## src/cif_params.svh

```systemverilog
`ifndef CIF_PARAMS_SVH
`define CIF_PARAMS_SVH
// register word indices; the byte address is four times the index
`define CIF_OFF_FLAGS 7'h50
`define CIF_OFF_SET 7'h52
`define CIF_OFF_CLEAR 7'h54
`define CIF_OFF_ENABLE 7'h58
`define CIF_OFF_NODE 7'h56
`define CIF_OFF_TRAP_CTRL 7'h60
`define CIF_OFF_PASSIVE 7'h44
`define CIF_OFF_PATTERN 7'h4c
// reset values
`define CIF_RST_FLAGS 16'h0000
`define CIF_RST_ENABLE 16'h0000
`define CIF_RST_NODE 16'h3940
`define CIF_RST_TRAP_CTRL 16'h0000
`define CIF_RST_PASSIVE 16'h0000
// status bit positions
`define CIF_B_ONE_MATCH 6
`define CIF_B_PERIOD 7
`define CIF_B_AUX_CMP 8
`define CIF_B_AUX_PER 9
`define CIF_B_TRAP_FLAG 10
`define CIF_B_TRAP_STATE 11
`define CIF_B_CORRECT_HALL 12
`define CIF_B_WRONG_HALL 13
`define CIF_B_IDLE 14
`define CIF_B_PATTERN_XFER 15
// enable register bit of auto idle
`define CIF_B_AUTO_HALT 14
// trap control bits
`define CIF_B_TRAP_LATCH 0
`define CIF_B_TRAP_PIN_EN 1
`define CIF_B_TRAP_SYNC 2
`endif

```

## src/cif_pkg.sv

```systemverilog
package cif_pkg;
   typedef enum logic [1:0] {CIF_RESP_OKAY = 2'b00, CIF_RESP_SLVERR = 2'b10} cif_resp_t;
   typedef logic [15:0] cif_word_t;
endpackage : cif_pkg

```

## src/cif_irq_flags.sv

```systemverilog
// Notes on behaviour
// status register ignores bus writes
// pulse on every set condition, flag regardless; the idle flag, bit 14, never pulses
// compare timer events need timer run, hall events need it only in hall mode
// capture events pass with timer stopped
// rising flags set on up-match or rise
// falling flags set on down-match or fall
// bit 6 on one-match counting down
// bit 7 on period-match counting up
// bits 8, 9 on aux compare, period
// trap flag set by pin or software
// trap state follows flag, clears on sync
// trap state forces outputs passive
// bits 13, 12 on wrong, correct hall
// auto idle with wrong hall, clears pattern
// bit 15 on pattern shadow transfer
// set register writes set flags, pulse
// set bit 10 sets flag and state
// set bit 11 triggers hall compare
// clear register writes clear flags
// trap clear ignored while pin trapping
// clear bit 11 reserved, reads zero
// pulse only when event enabled
// node pointer selects one of four outputs
// requests on same output are ORed
// hardware set beats software clear
`timescale 1ns/100ps
`default_nettype none
`include "cif_params.svh"
module cif_irq_flags
   import cif_pkg::*;
#(
   parameter int CHANNELS = 3
)
(
   input wire logic aclk,
   input wire logic aresetn,
   // axi4-lite slave
   input wire logic [8:0] s_axi_awaddr,
   input wire logic s_axi_awvalid,
   output logic s_axi_awready,
   input wire logic [31:0] s_axi_wdata,
   input wire logic [3:0] s_axi_wstrb,
   input wire logic s_axi_wvalid,
   output logic s_axi_wready,
   output logic [1:0] s_axi_bresp,
   output logic s_axi_bvalid,
   input wire logic s_axi_bready,
   input wire logic [8:0] s_axi_araddr,
   input wire logic s_axi_arvalid,
   output logic s_axi_arready,
   output logic [31:0] s_axi_rdata,
   output logic [1:0] s_axi_rresp,
   output logic s_axi_rvalid,
   input wire logic s_axi_rready,
   // event sources from timer logic, same clock
   input wire logic main_timer_run,
   input wire logic aux_timer_run,
   input wire logic count_direction,
   input wire logic capture_mode,
   input wire logic hall_mode,
   input wire logic [CHANNELS-1:0] channel_compare_match,
   input wire logic main_one_match,
   input wire logic main_period_match,
   input wire logic aux_compare_match,
   input wire logic aux_period_match,
   input wire logic correct_hall_event,
   input wire logic wrong_hall_event,
   input wire logic pattern_shadow_transfer,
   input wire logic trap_sync_event,
   // pins
   input wire logic [CHANNELS-1:0] channel_capture_input,
   input wire logic trap_input_n,
   // outputs
   input wire logic [2*CHANNELS+1:0] pwm_outputs_in,
   output logic [2*CHANNELS+1:0] pwm_outputs,
   output logic [2*CHANNELS-1:0] active_output_pattern,
   output logic sw_hall_compare,
   output logic service_request_0,
   output logic service_request_1,
   output logic service_request_2,
   output logic service_request_3
);
   // the flag layout is fixed, so other channel counts are refused
   if (CHANNELS != 3)
   begin : g_bad_channels
      $error("cif_irq_flags: six flag slots serve exactly three channels");
   end

   localparam int NO = 2 * CHANNELS + 2;

   logic [15:0] event_flag_q;
   logic [15:0] event_enable_q;
   logic [15:0] node_pointer_q;
   logic [2:0] trap_control_q;
   logic [NO-1:0] passive_level_q;
   logic [2*CHANNELS-1:0] output_pattern_shadow_q;
   logic [2*CHANNELS-1:0] pattern_q;

   // pin synchronisers: stage two is read, and capture stage three too for edge detection
   logic [CHANNELS-1:0] cap_s1_q, cap_s2_q, cap_s3_q;
   logic trap_s1_q, trap_s2_q;
   always_ff @(posedge aclk)
   begin
      if (!aresetn)
      begin
         cap_s1_q <= '0;
         cap_s2_q <= '0;
         cap_s3_q <= '0;
         trap_s1_q <= 1'b1;
         trap_s2_q <= 1'b1;
      end
      else
      begin
         cap_s1_q <= channel_capture_input;
         cap_s2_q <= cap_s1_q;
         cap_s3_q <= cap_s2_q;
         trap_s1_q <= trap_input_n;
         trap_s2_q <= trap_s1_q;
      end
   end

   // axi write channel: address and data latched independently
   logic aw_have_q, w_have_q;
   logic [8:0] aw_addr_q;
   logic [31:0] w_data_q;
   logic [3:0] w_strb_q;
   logic wr_go, wr_known;
   assign s_axi_awready = !aw_have_q && !s_axi_bvalid;
   assign s_axi_wready = !w_have_q && !s_axi_bvalid;
   assign wr_go = aw_have_q && w_have_q && !s_axi_bvalid;
   always_ff @(posedge aclk)
   begin
      if (!aresetn)
      begin
         aw_have_q <= 1'b0;
         w_have_q <= 1'b0;
         aw_addr_q <= 9'h000;
         w_data_q <= 32'h0000_0000;
         w_strb_q <= 4'h0;
         s_axi_bvalid <= 1'b0;
         s_axi_bresp <= CIF_RESP_OKAY;
      end
      else
      begin
         if (s_axi_awvalid && s_axi_awready)
         begin
            aw_have_q <= 1'b1;
            aw_addr_q <= s_axi_awaddr;
         end
         if (s_axi_wvalid && s_axi_wready)
         begin
            w_have_q <= 1'b1;
            w_data_q <= s_axi_wdata;
            w_strb_q <= s_axi_wstrb;
         end
         if (wr_go)
         begin
            aw_have_q <= 1'b0;
            w_have_q <= 1'b0;
            s_axi_bvalid <= 1'b1;
            s_axi_bresp <= wr_known ? CIF_RESP_OKAY : CIF_RESP_SLVERR;
         end
         else if (s_axi_bready)
            s_axi_bvalid <= 1'b0;
      end
   end

   // decoded write strobes, low two byte lanes carry the 16-bit registers
   logic [6:0] wa;
   logic [15:0] wmask, wval;
   assign wa = aw_addr_q[8:2];
   assign wmask = {{8{w_strb_q[1]}}, {8{w_strb_q[0]}}};
   assign wval = w_data_q[15:0] & wmask;
   assign wr_known = (wa == `CIF_OFF_FLAGS) || (wa == `CIF_OFF_SET)
      || (wa == `CIF_OFF_CLEAR) || (wa == `CIF_OFF_ENABLE)
      || (wa == `CIF_OFF_NODE) || (wa == `CIF_OFF_TRAP_CTRL)
      || (wa == `CIF_OFF_PASSIVE) || (wa == `CIF_OFF_PATTERN);
   logic [15:0] sw_set, sw_clr;
   // the flag register address takes no write at all
   assign sw_set = (wr_go && wa == `CIF_OFF_SET) ? wval : 16'h0000;
   assign sw_clr = (wr_go && wa == `CIF_OFF_CLEAR) ? wval : 16'h0000;
   assign sw_hall_compare = sw_set[`CIF_B_TRAP_STATE];

   // configuration registers
   always_ff @(posedge aclk)
   begin
      if (!aresetn)
      begin
         event_enable_q <= `CIF_RST_ENABLE;
         node_pointer_q <= `CIF_RST_NODE;
         trap_control_q <= 3'(`CIF_RST_TRAP_CTRL);
         passive_level_q <= NO'(`CIF_RST_PASSIVE);
         output_pattern_shadow_q <= '0;
      end
      else if (wr_go)
      begin
         if (wa == `CIF_OFF_ENABLE)
            event_enable_q <= (event_enable_q & ~wmask) | (wval & 16'hf7ff);
         if (wa == `CIF_OFF_NODE)
            node_pointer_q <= (node_pointer_q & ~wmask) | (wval & 16'h3fff);
         if (wa == `CIF_OFF_TRAP_CTRL && w_strb_q[0])
            trap_control_q <= w_data_q[2:0];
         if (wa == `CIF_OFF_PASSIVE && w_strb_q[0])
            passive_level_q <= w_data_q[NO-1:0];
         if (wa == `CIF_OFF_PATTERN && w_strb_q[0])
            output_pattern_shadow_q <= w_data_q[2*CHANNELS-1:0];
      end
   end

   // hardware set conditions
   logic [15:0] hw_set, set_cond;
   logic cmp_ok, aux_ok;
   logic [CHANNELS-1:0] rise, fall;
   assign rise = cap_s2_q & ~cap_s3_q;
   assign fall = ~cap_s2_q & cap_s3_q;
   // compare and period events are gated by run bits, hall events only in hall mode, captures never
   assign cmp_ok = main_timer_run;
   assign aux_ok = aux_timer_run;
   logic trap_pin_active;
   assign trap_pin_active = !trap_s2_q && trap_control_q[`CIF_B_TRAP_PIN_EN];
   always_comb
   begin
      hw_set = 16'h0000;
      for (int c = 0; c < CHANNELS; c++)
      begin
         if (capture_mode)
         begin
            hw_set[2*c] = rise[c];
            hw_set[2*c+1] = fall[c];
         end
         else
         begin
            hw_set[2*c] = cmp_ok && channel_compare_match[c] && !count_direction;
            hw_set[2*c+1] = cmp_ok && channel_compare_match[c] && count_direction;
         end
      end
      hw_set[`CIF_B_ONE_MATCH] = cmp_ok && main_one_match && count_direction;
      hw_set[`CIF_B_PERIOD] = cmp_ok && main_period_match && !count_direction;
      hw_set[`CIF_B_AUX_CMP] = aux_ok && aux_compare_match;
      hw_set[`CIF_B_AUX_PER] = aux_ok && aux_period_match;
      hw_set[`CIF_B_TRAP_FLAG] = trap_pin_active;
      hw_set[`CIF_B_CORRECT_HALL] = correct_hall_event && (!hall_mode || cmp_ok);
      hw_set[`CIF_B_WRONG_HALL] = wrong_hall_event && (!hall_mode || cmp_ok);
      hw_set[`CIF_B_IDLE] = hw_set[`CIF_B_WRONG_HALL]
         && event_enable_q[`CIF_B_AUTO_HALT];
      hw_set[`CIF_B_PATTERN_XFER] = pattern_shadow_transfer;
   end
   // software bit 11 is a hall compare, not a flag set
   assign set_cond = hw_set | (sw_set & 16'hf7ff)
      | {1'b0, sw_set[`CIF_B_WRONG_HALL] && event_enable_q[`CIF_B_AUTO_HALT], 14'h0000};

   // status flags: set beats clear, trap flag clear guarded
   logic [15:0] clr_eff;
   always_comb
   begin
      clr_eff = sw_clr & 16'hf7ff;
      if (trap_pin_active)
         clr_eff[`CIF_B_TRAP_FLAG] = 1'b0;
   end
   always_ff @(posedge aclk)
   begin
      if (!aresetn)
         event_flag_q <= `CIF_RST_FLAGS;
      else
      begin
         event_flag_q <= ((event_flag_q & ~clr_eff) | set_cond) & 16'hf7ff;
         // latch mode 0 drops the flag as soon as the pin trap goes away
         if (!trap_control_q[`CIF_B_TRAP_LATCH] && !trap_pin_active
             && !sw_set[`CIF_B_TRAP_FLAG])
            event_flag_q[`CIF_B_TRAP_FLAG] <= 1'b0;
         // trap state: set by flag, held until selected sync
         if (set_cond[`CIF_B_TRAP_FLAG] || event_flag_q[`CIF_B_TRAP_FLAG])
            event_flag_q[`CIF_B_TRAP_STATE] <= 1'b1;
         else if (!trap_control_q[`CIF_B_TRAP_SYNC] || trap_sync_event)
            event_flag_q[`CIF_B_TRAP_STATE] <= 1'b0;
         else
            event_flag_q[`CIF_B_TRAP_STATE] <= event_flag_q[`CIF_B_TRAP_STATE];
      end
   end

   // active pattern: loaded on transfer, cleared while idle
   always_ff @(posedge aclk)
   begin
      if (!aresetn)
         pattern_q <= '0;
      else if (event_flag_q[`CIF_B_IDLE])
         pattern_q <= '0;
      else if (pattern_shadow_transfer)
         pattern_q <= output_pattern_shadow_q;
   end
   assign active_output_pattern = pattern_q;

   // passive forcing; registered so outputs come from flip-flops
   always_ff @(posedge aclk)
   begin
      if (!aresetn)
         pwm_outputs <= '0;
      else if (event_flag_q[`CIF_B_TRAP_STATE] || event_flag_q[`CIF_B_IDLE])
         pwm_outputs <= passive_level_q;
      else
         pwm_outputs <= pwm_outputs_in;
   end

   // interrupt pulses: every set condition except idle bit 14, independent of flag value
   logic [15:0] pulse;
   assign pulse = set_cond & event_enable_q & 16'hb7ff;
   logic [1:0] node_sel [16];
   always_comb
   begin
      for (int b = 0; b < 16; b++)
         node_sel[b] = 2'b00;
      for (int c = 0; c < CHANNELS; c++)
      begin
         node_sel[2*c] = node_pointer_q[2*c +: 2];
         node_sel[2*c+1] = node_pointer_q[2*c +: 2];
      end
      node_sel[6] = node_pointer_q[11:10];
      node_sel[7] = node_pointer_q[11:10];
      node_sel[8] = node_pointer_q[13:12];
      node_sel[9] = node_pointer_q[13:12];
      node_sel[10] = node_pointer_q[9:8];
      node_sel[13] = node_pointer_q[9:8];
      node_sel[12] = node_pointer_q[7:6];
      node_sel[15] = node_pointer_q[7:6];
   end
   logic [3:0] req [16];
   genvar g;
   generate
      for (g = 0; g < 16; g++)
      begin : g_route
         cif_node_router u_route
         (
            .pulse(pulse[g]),
            .node(node_sel[g]),
            .req(req[g])
         );
      end
   endgenerate
   logic [3:0] sr_d;
   always_comb
   begin
      sr_d = 4'h0;
      for (int b = 0; b < 16; b++)
         sr_d = sr_d | req[b];
   end
   // one-cycle registered pulses
   logic [3:0] sr_q;
   always_ff @(posedge aclk)
   begin
      if (!aresetn)
         sr_q <= 4'h0;
      else
         sr_q <= sr_d;
   end
   assign service_request_0 = sr_q[0];
   assign service_request_1 = sr_q[1];
   assign service_request_2 = sr_q[2];
   assign service_request_3 = sr_q[3];

   // axi read channel, one cycle answer
   logic [15:0] rd_val;
   logic rd_known;
   always_comb
   begin
      rd_val = 16'h0000;
      rd_known = 1'b1;
      case (s_axi_araddr[8:2])
         `CIF_OFF_FLAGS: rd_val = event_flag_q;
         `CIF_OFF_SET: rd_val = 16'h0000;
         `CIF_OFF_CLEAR: rd_val = 16'h0000;
         `CIF_OFF_ENABLE: rd_val = event_enable_q;
         `CIF_OFF_NODE: rd_val = node_pointer_q;
         `CIF_OFF_TRAP_CTRL: rd_val = {13'h0000, trap_control_q};
         `CIF_OFF_PASSIVE: rd_val = {8'h00, passive_level_q};
         `CIF_OFF_PATTERN: rd_val = {2'b00, pattern_q, 2'b00, output_pattern_shadow_q};
         default: rd_known = 1'b0;
      endcase
   end
   assign s_axi_arready = !s_axi_rvalid;
   always_ff @(posedge aclk)
   begin
      if (!aresetn)
      begin
         s_axi_rvalid <= 1'b0;
         s_axi_rdata <= 32'h0000_0000;
         s_axi_rresp <= CIF_RESP_OKAY;
      end
      else if (s_axi_arvalid && s_axi_arready)
      begin
         s_axi_rvalid <= 1'b1;
         s_axi_rdata <= {16'h0000, rd_val};
         s_axi_rresp <= rd_known ? CIF_RESP_OKAY : CIF_RESP_SLVERR;
      end
      else if (s_axi_rready)
         s_axi_rvalid <= 1'b0;
   end
endmodule : cif_irq_flags
`default_nettype wire

```

## src/cif_node_router.sv

```systemverilog
`timescale 1ns/100ps
`default_nettype none
// routes one enabled event pulse onto one of four service requests
module cif_node_router
(
   input wire logic pulse,
   input wire logic [1:0] node,
   output logic [3:0] req
);
   // decode the 2-bit node pointer into a one-hot request
   always_comb
   begin
      req = 4'h0;
      req[node] = pulse;
   end
endmodule : cif_node_router
`default_nettype wire

```

## config.mk

```make
export PLATFORM = sky130hd
export DESIGN_NAME = cif_irq_flags
export DESIGN_NICKNAME = d
export VERILOG_FILES = /design/src/cif_pkg.sv /design/src/cif_irq_flags.sv /design/src/cif_node_router.sv
export VERILOG_INCLUDE_DIRS = /design/src /design/src/src
export SDC_FILE = /design/constraint.sdc
export NUM_CORES = 1
export LEC_CHECK = 0
export BUFFER_PORTS_ARGS = -buffer_cell sky130_fd_sc_hd__buf_4
export CAP_MARGIN = 20
export CORE_MARGIN = 1.5
export CORE_UTILIZATION = 54
export DETAILED_ROUTE_END_ITERATION = 12
export GPL_TIMING_DRIVEN = 1
export PLACE_DENSITY = 0.81
export SYNTH_ARGS = -nofsm -noshare
export SYNTH_HDL_FRONTEND = slang
export SYNTH_SLANG_ARGS = --single-unit
```

## constraint.sdc

```tcl
create_clock -name aclk -period 2.4 [get_ports aclk]
set_input_delay 0.36 -clock aclk [delete_from_list [all_inputs] [get_ports aclk]]
set_output_delay 0.36 -clock aclk [all_outputs]
set_load 0.03 [all_outputs]
```

==> summary.txt <==
STA
  – Hold slack: 0.1193 ns
  – Final max-slew violation count: 0
  – Final count of hold timing violations: 0
  – Final setup TNS: 0 ns
  – Setup Viol. Count Final: 0
  – Clock tree skew after final layout: 0.007586 ns
  – Final worst path period share: 92.68%
  – Transition time at the pin with the least slew margin: about 0.65 ns
  – Headroom to the max-slew limit: 56.56%
  – Maximum clock frequency: 449.6 MHz
  – Unrepaired setup endpoints after global routing: false
  – Final Critical Period: 2.224 ns

CTS
  – Worst-path clk slew: around 0.06 ns
  – # Post-CTS Setup Buffers: 0
  – CTS H-tree lvls: 4
  – Hold buffer count at cts: 0
  – Worst-skew pair later-pin latency: 0.42 ns
  – Library cell used as clock root buffer: sky130_fd_sc_hd__clkbuf_16
  – CTS tree: done
  – Clock sinks: 141
  – Maximum number of buffers from clock root to sink: 2
  – Cts repair resizes: 0
  – Num CTS Buffers: 17

Setup path
  – Chain of cells forming the critical path: or3b_1 > buf_4 > nor2_1 > and4_1 > buf_4
  – Buffer and inverter count on the worst path: 2
  – Maximum fanout along the worst path: 7
  – CP peak stage delay: 0.42 ns
  – CP Class: register to output port
  – Sort of element at the start of the critical path: register
  – Data arrival time of the critical path: 1.86 ns
  – Crit-path leading delay family: simple AND/OR/NAND/NOR gates
  – Standard cell with the maximum stage delay on the critical path: sky130_fd_sc_hd__or3b_1
  – CP endpoint kind: output port
  – Most prevalent standard cell on the critical path: sky130_fd_sc_hd__buf_4
  – Required time worst endpoint: 2.04 ns

Placed design
  – Routability congestion estimate: 0.9187
  – Area post-placement: 7513 um2
  – Input/output buffers: 108
  – Hpwl dp: ~13000 um

Detailed routing
  – Final Routed Wirelength: 18440 um
  – Antenna-violating nets left: 0
  – DRC violation count after routing: 0
  – Length of the first detailed-routing pass in iterations: 5
  – Violation count after the first detailed-route iteration: 587
  – Vias per Instance: just under 6
  – Total number of vias: roughly 6000
  – Avg WL per Cell: 17.87 um

Global routing
  – Pin count of the biggest net entering global routing: 73
  – Overall overflow remaining after global route: 0
  – Number of antenna violations at the first check in global routing: 0
  – Vias in the first global route: ~5700
  – Global router's overall resource usage: 29.53%
  – First-pass GRT wire length: about 30000 um

Yosys
  – Combined area of all synthesized cells: ~6600 um2
  – Top post-synthesis cells by area: sky130_fd_sc_hd__dfxtp_1 43%, sky130_fd_sc_hd__mux2i_1 8.2%, sky130_fd_sc_hd__nand2_1 6.2%
  – Synthesis Warnings: 0
  – Area share of the leading cell type in the synthesized netlist: between 40 and 50%
  – Unique cell type count in the Yosys netlist: 63
  – Ys async rst share: 0%
  – Synthesis-stage register bit count: 141
  – Largest area contributor in the netlist: sky130_fd_sc_hd__dfxtp_1
  – Post-synth EDFFs: 0
  – Avg Inst Size Synth: between 8 and 9 um2
  – Sequential-to-total area share from yosys stat: 42.96%
  – Leading register cell type out of synthesis: sky130_fd_sc_hd__dfxtp_1
  – Number of standard cells after synthesis: roughly 770

Status
  – Run status: finished clean

Power and ir drop
  – Total power draw: 5.845 mW
  – Worst-case vdd ir drop: 0.5515 mV
  – Leak: 3.371 nW
  – Power per cell area: 717.4 nW/um2

Cells and area
  – Total non-filler cell area in the finished layout: 8148 um2
  – Layout-stage area growth over the synthesis result: 23.99%
  – Final-stage net count: 961
  – Post-layout util: 68.12%
  – Layout filler cell count: 974
  – Footprint of the flip-flops and latches: 2823 um2
  – Area occupied by multi-input gates: approximately 3400 um2
  – Fraction of layout instances using a drive strength above 1: 21.13%
  – Diodes inserted: 0

Floorplanning
  – Area of the die: approximately 13000 um2
  – Y dimension of the die: approximately 110 um
  – Number of rows in the core area: 40
  – Horizontal extent of the die: 113.3 um
  – Total core area: 11960 um2
  – Number of top-level pins: 149
  – Initial Util: 54.94%

Job
  – Number of maximum-capacitance violations: 0

Min path
  – Hold crit path type: input port to register
## stage by stage
| stage | worst slack, ns | cells |
|---|---|---|
| finish | 0.1757 | 1032 |
| global placement | 0.2500 | 1000 |
| detailed placement | 0.2382 | 1000 |
| CTS | 0.1765 | 1032 |
| global route | 0.07960 | 1032 |
| floorplan | 0.2523 | 784 |
## worst paths after layout
check,startpoint,to,slack (ns),cells past startpoint
worst max-delay path,aw_addr_q[6],sw_hall_compare,0.18,5
worst min-delay path,trap_input_n,trap_s1_q,0.12,2
worst max register to register,aw_have_q,register,0.19,6
worst min register to register,cap_s1_q[2],cap_s2_q[2],0.43,1
## layout make-up
type	count	share of cell area (%)
clock buffers	21	5.774
clock inverters	11	2.012
inverters	13	0.5989
multi-input cells	565	42.21
flip-flops and latches	141	34.64
well taps	147	2.257
repair buffers	134	12.50
## worst register-to-register path: cells and delay by family, from the launching register on
| family | cells | cell delay (ns) |
|---|---|---|
| AND/OR/NAND/NOR | 4 | 1.19 |
| flip-flops | 1 | 0.46 |
| multiplexers | 1 | 0.27 |
| buffers and inverters | 1 | 0.17 |
## cell usage in the layout, fill, tap and decap left out, types with 10 or more instances in the layout
cell type,count
sky130_fd_sc_hd__a21oi_1,64
sky130_fd_sc_hd__a22o_1,10
sky130_fd_sc_hd__a22oi_1,20
sky130_fd_sc_hd__a32oi_1,10
sky130_fd_sc_hd__and2_1,16
sky130_fd_sc_hd__buf_4,133
sky130_fd_sc_hd__clkbuf_16,17
sky130_fd_sc_hd__conb_1,18
sky130_fd_sc_hd__dfxtp_1,141
sky130_fd_sc_hd__inv_1,12
sky130_fd_sc_hd__mux2i_1,54
sky130_fd_sc_hd__nand2_1,109
sky130_fd_sc_hd__nand2b_1,16
sky130_fd_sc_hd__nand3_1,20
sky130_fd_sc_hd__nor2_1,81
sky130_fd_sc_hd__o21ai_0,23
## routing by layer
layer	GRT usage [%]	part of all wire, %	up-vias
li1	-	-	2908
met1	38.51	44	2894
met2	48.12	47	277
met3	6.481	7.3	44
met4	11.17	2.3	0
met5	0	0	-
## where the power goes
| part | switching, mW | internal [mW] |
|---|---|---|
| sequential | 0.0851 | 2.42 |
| combinational | 0.324 | 0.216 |
| clock | 0.986 | 1.81 |
| total | 1.39 | 4.45 |
## cells by family (layout without fill, tap and decap cells)
family | after synthesis | count (layout) | share of synthesized area, %
multiplexers | 56 | 56 | 8.568
flip-flops | 141 | 141 | 42.96
other | 1 | 18 | 0.05707
buffers and inverters | 78 | 179 | 5.674
AND/OR/NAND/NOR | 311 | 311 | 24.22
AO/OA/AOI/OAI | 180 | 180 | 18.53
## cells in the mapped netlist, types with 12 or more instances
cell type / instances
sky130_fd_sc_hd__dfxtp_1: 141
sky130_fd_sc_hd__nand2_1: 109
sky130_fd_sc_hd__nor2_1: 81
sky130_fd_sc_hd__a21oi_1: 64
sky130_fd_sc_hd__mux2i_1: 54
sky130_fd_sc_hd__clkbuf_1: 42
sky130_fd_sc_hd__o21ai_0: 23
sky130_fd_sc_hd__a22oi_1: 20
sky130_fd_sc_hd__nand3_1: 20
sky130_fd_sc_hd__buf_4: 18
sky130_fd_sc_hd__and2_1: 16
sky130_fd_sc_hd__nand2b_1: 16
sky130_fd_sc_hd__inv_1: 12
(Power assumes the default switching activity.)
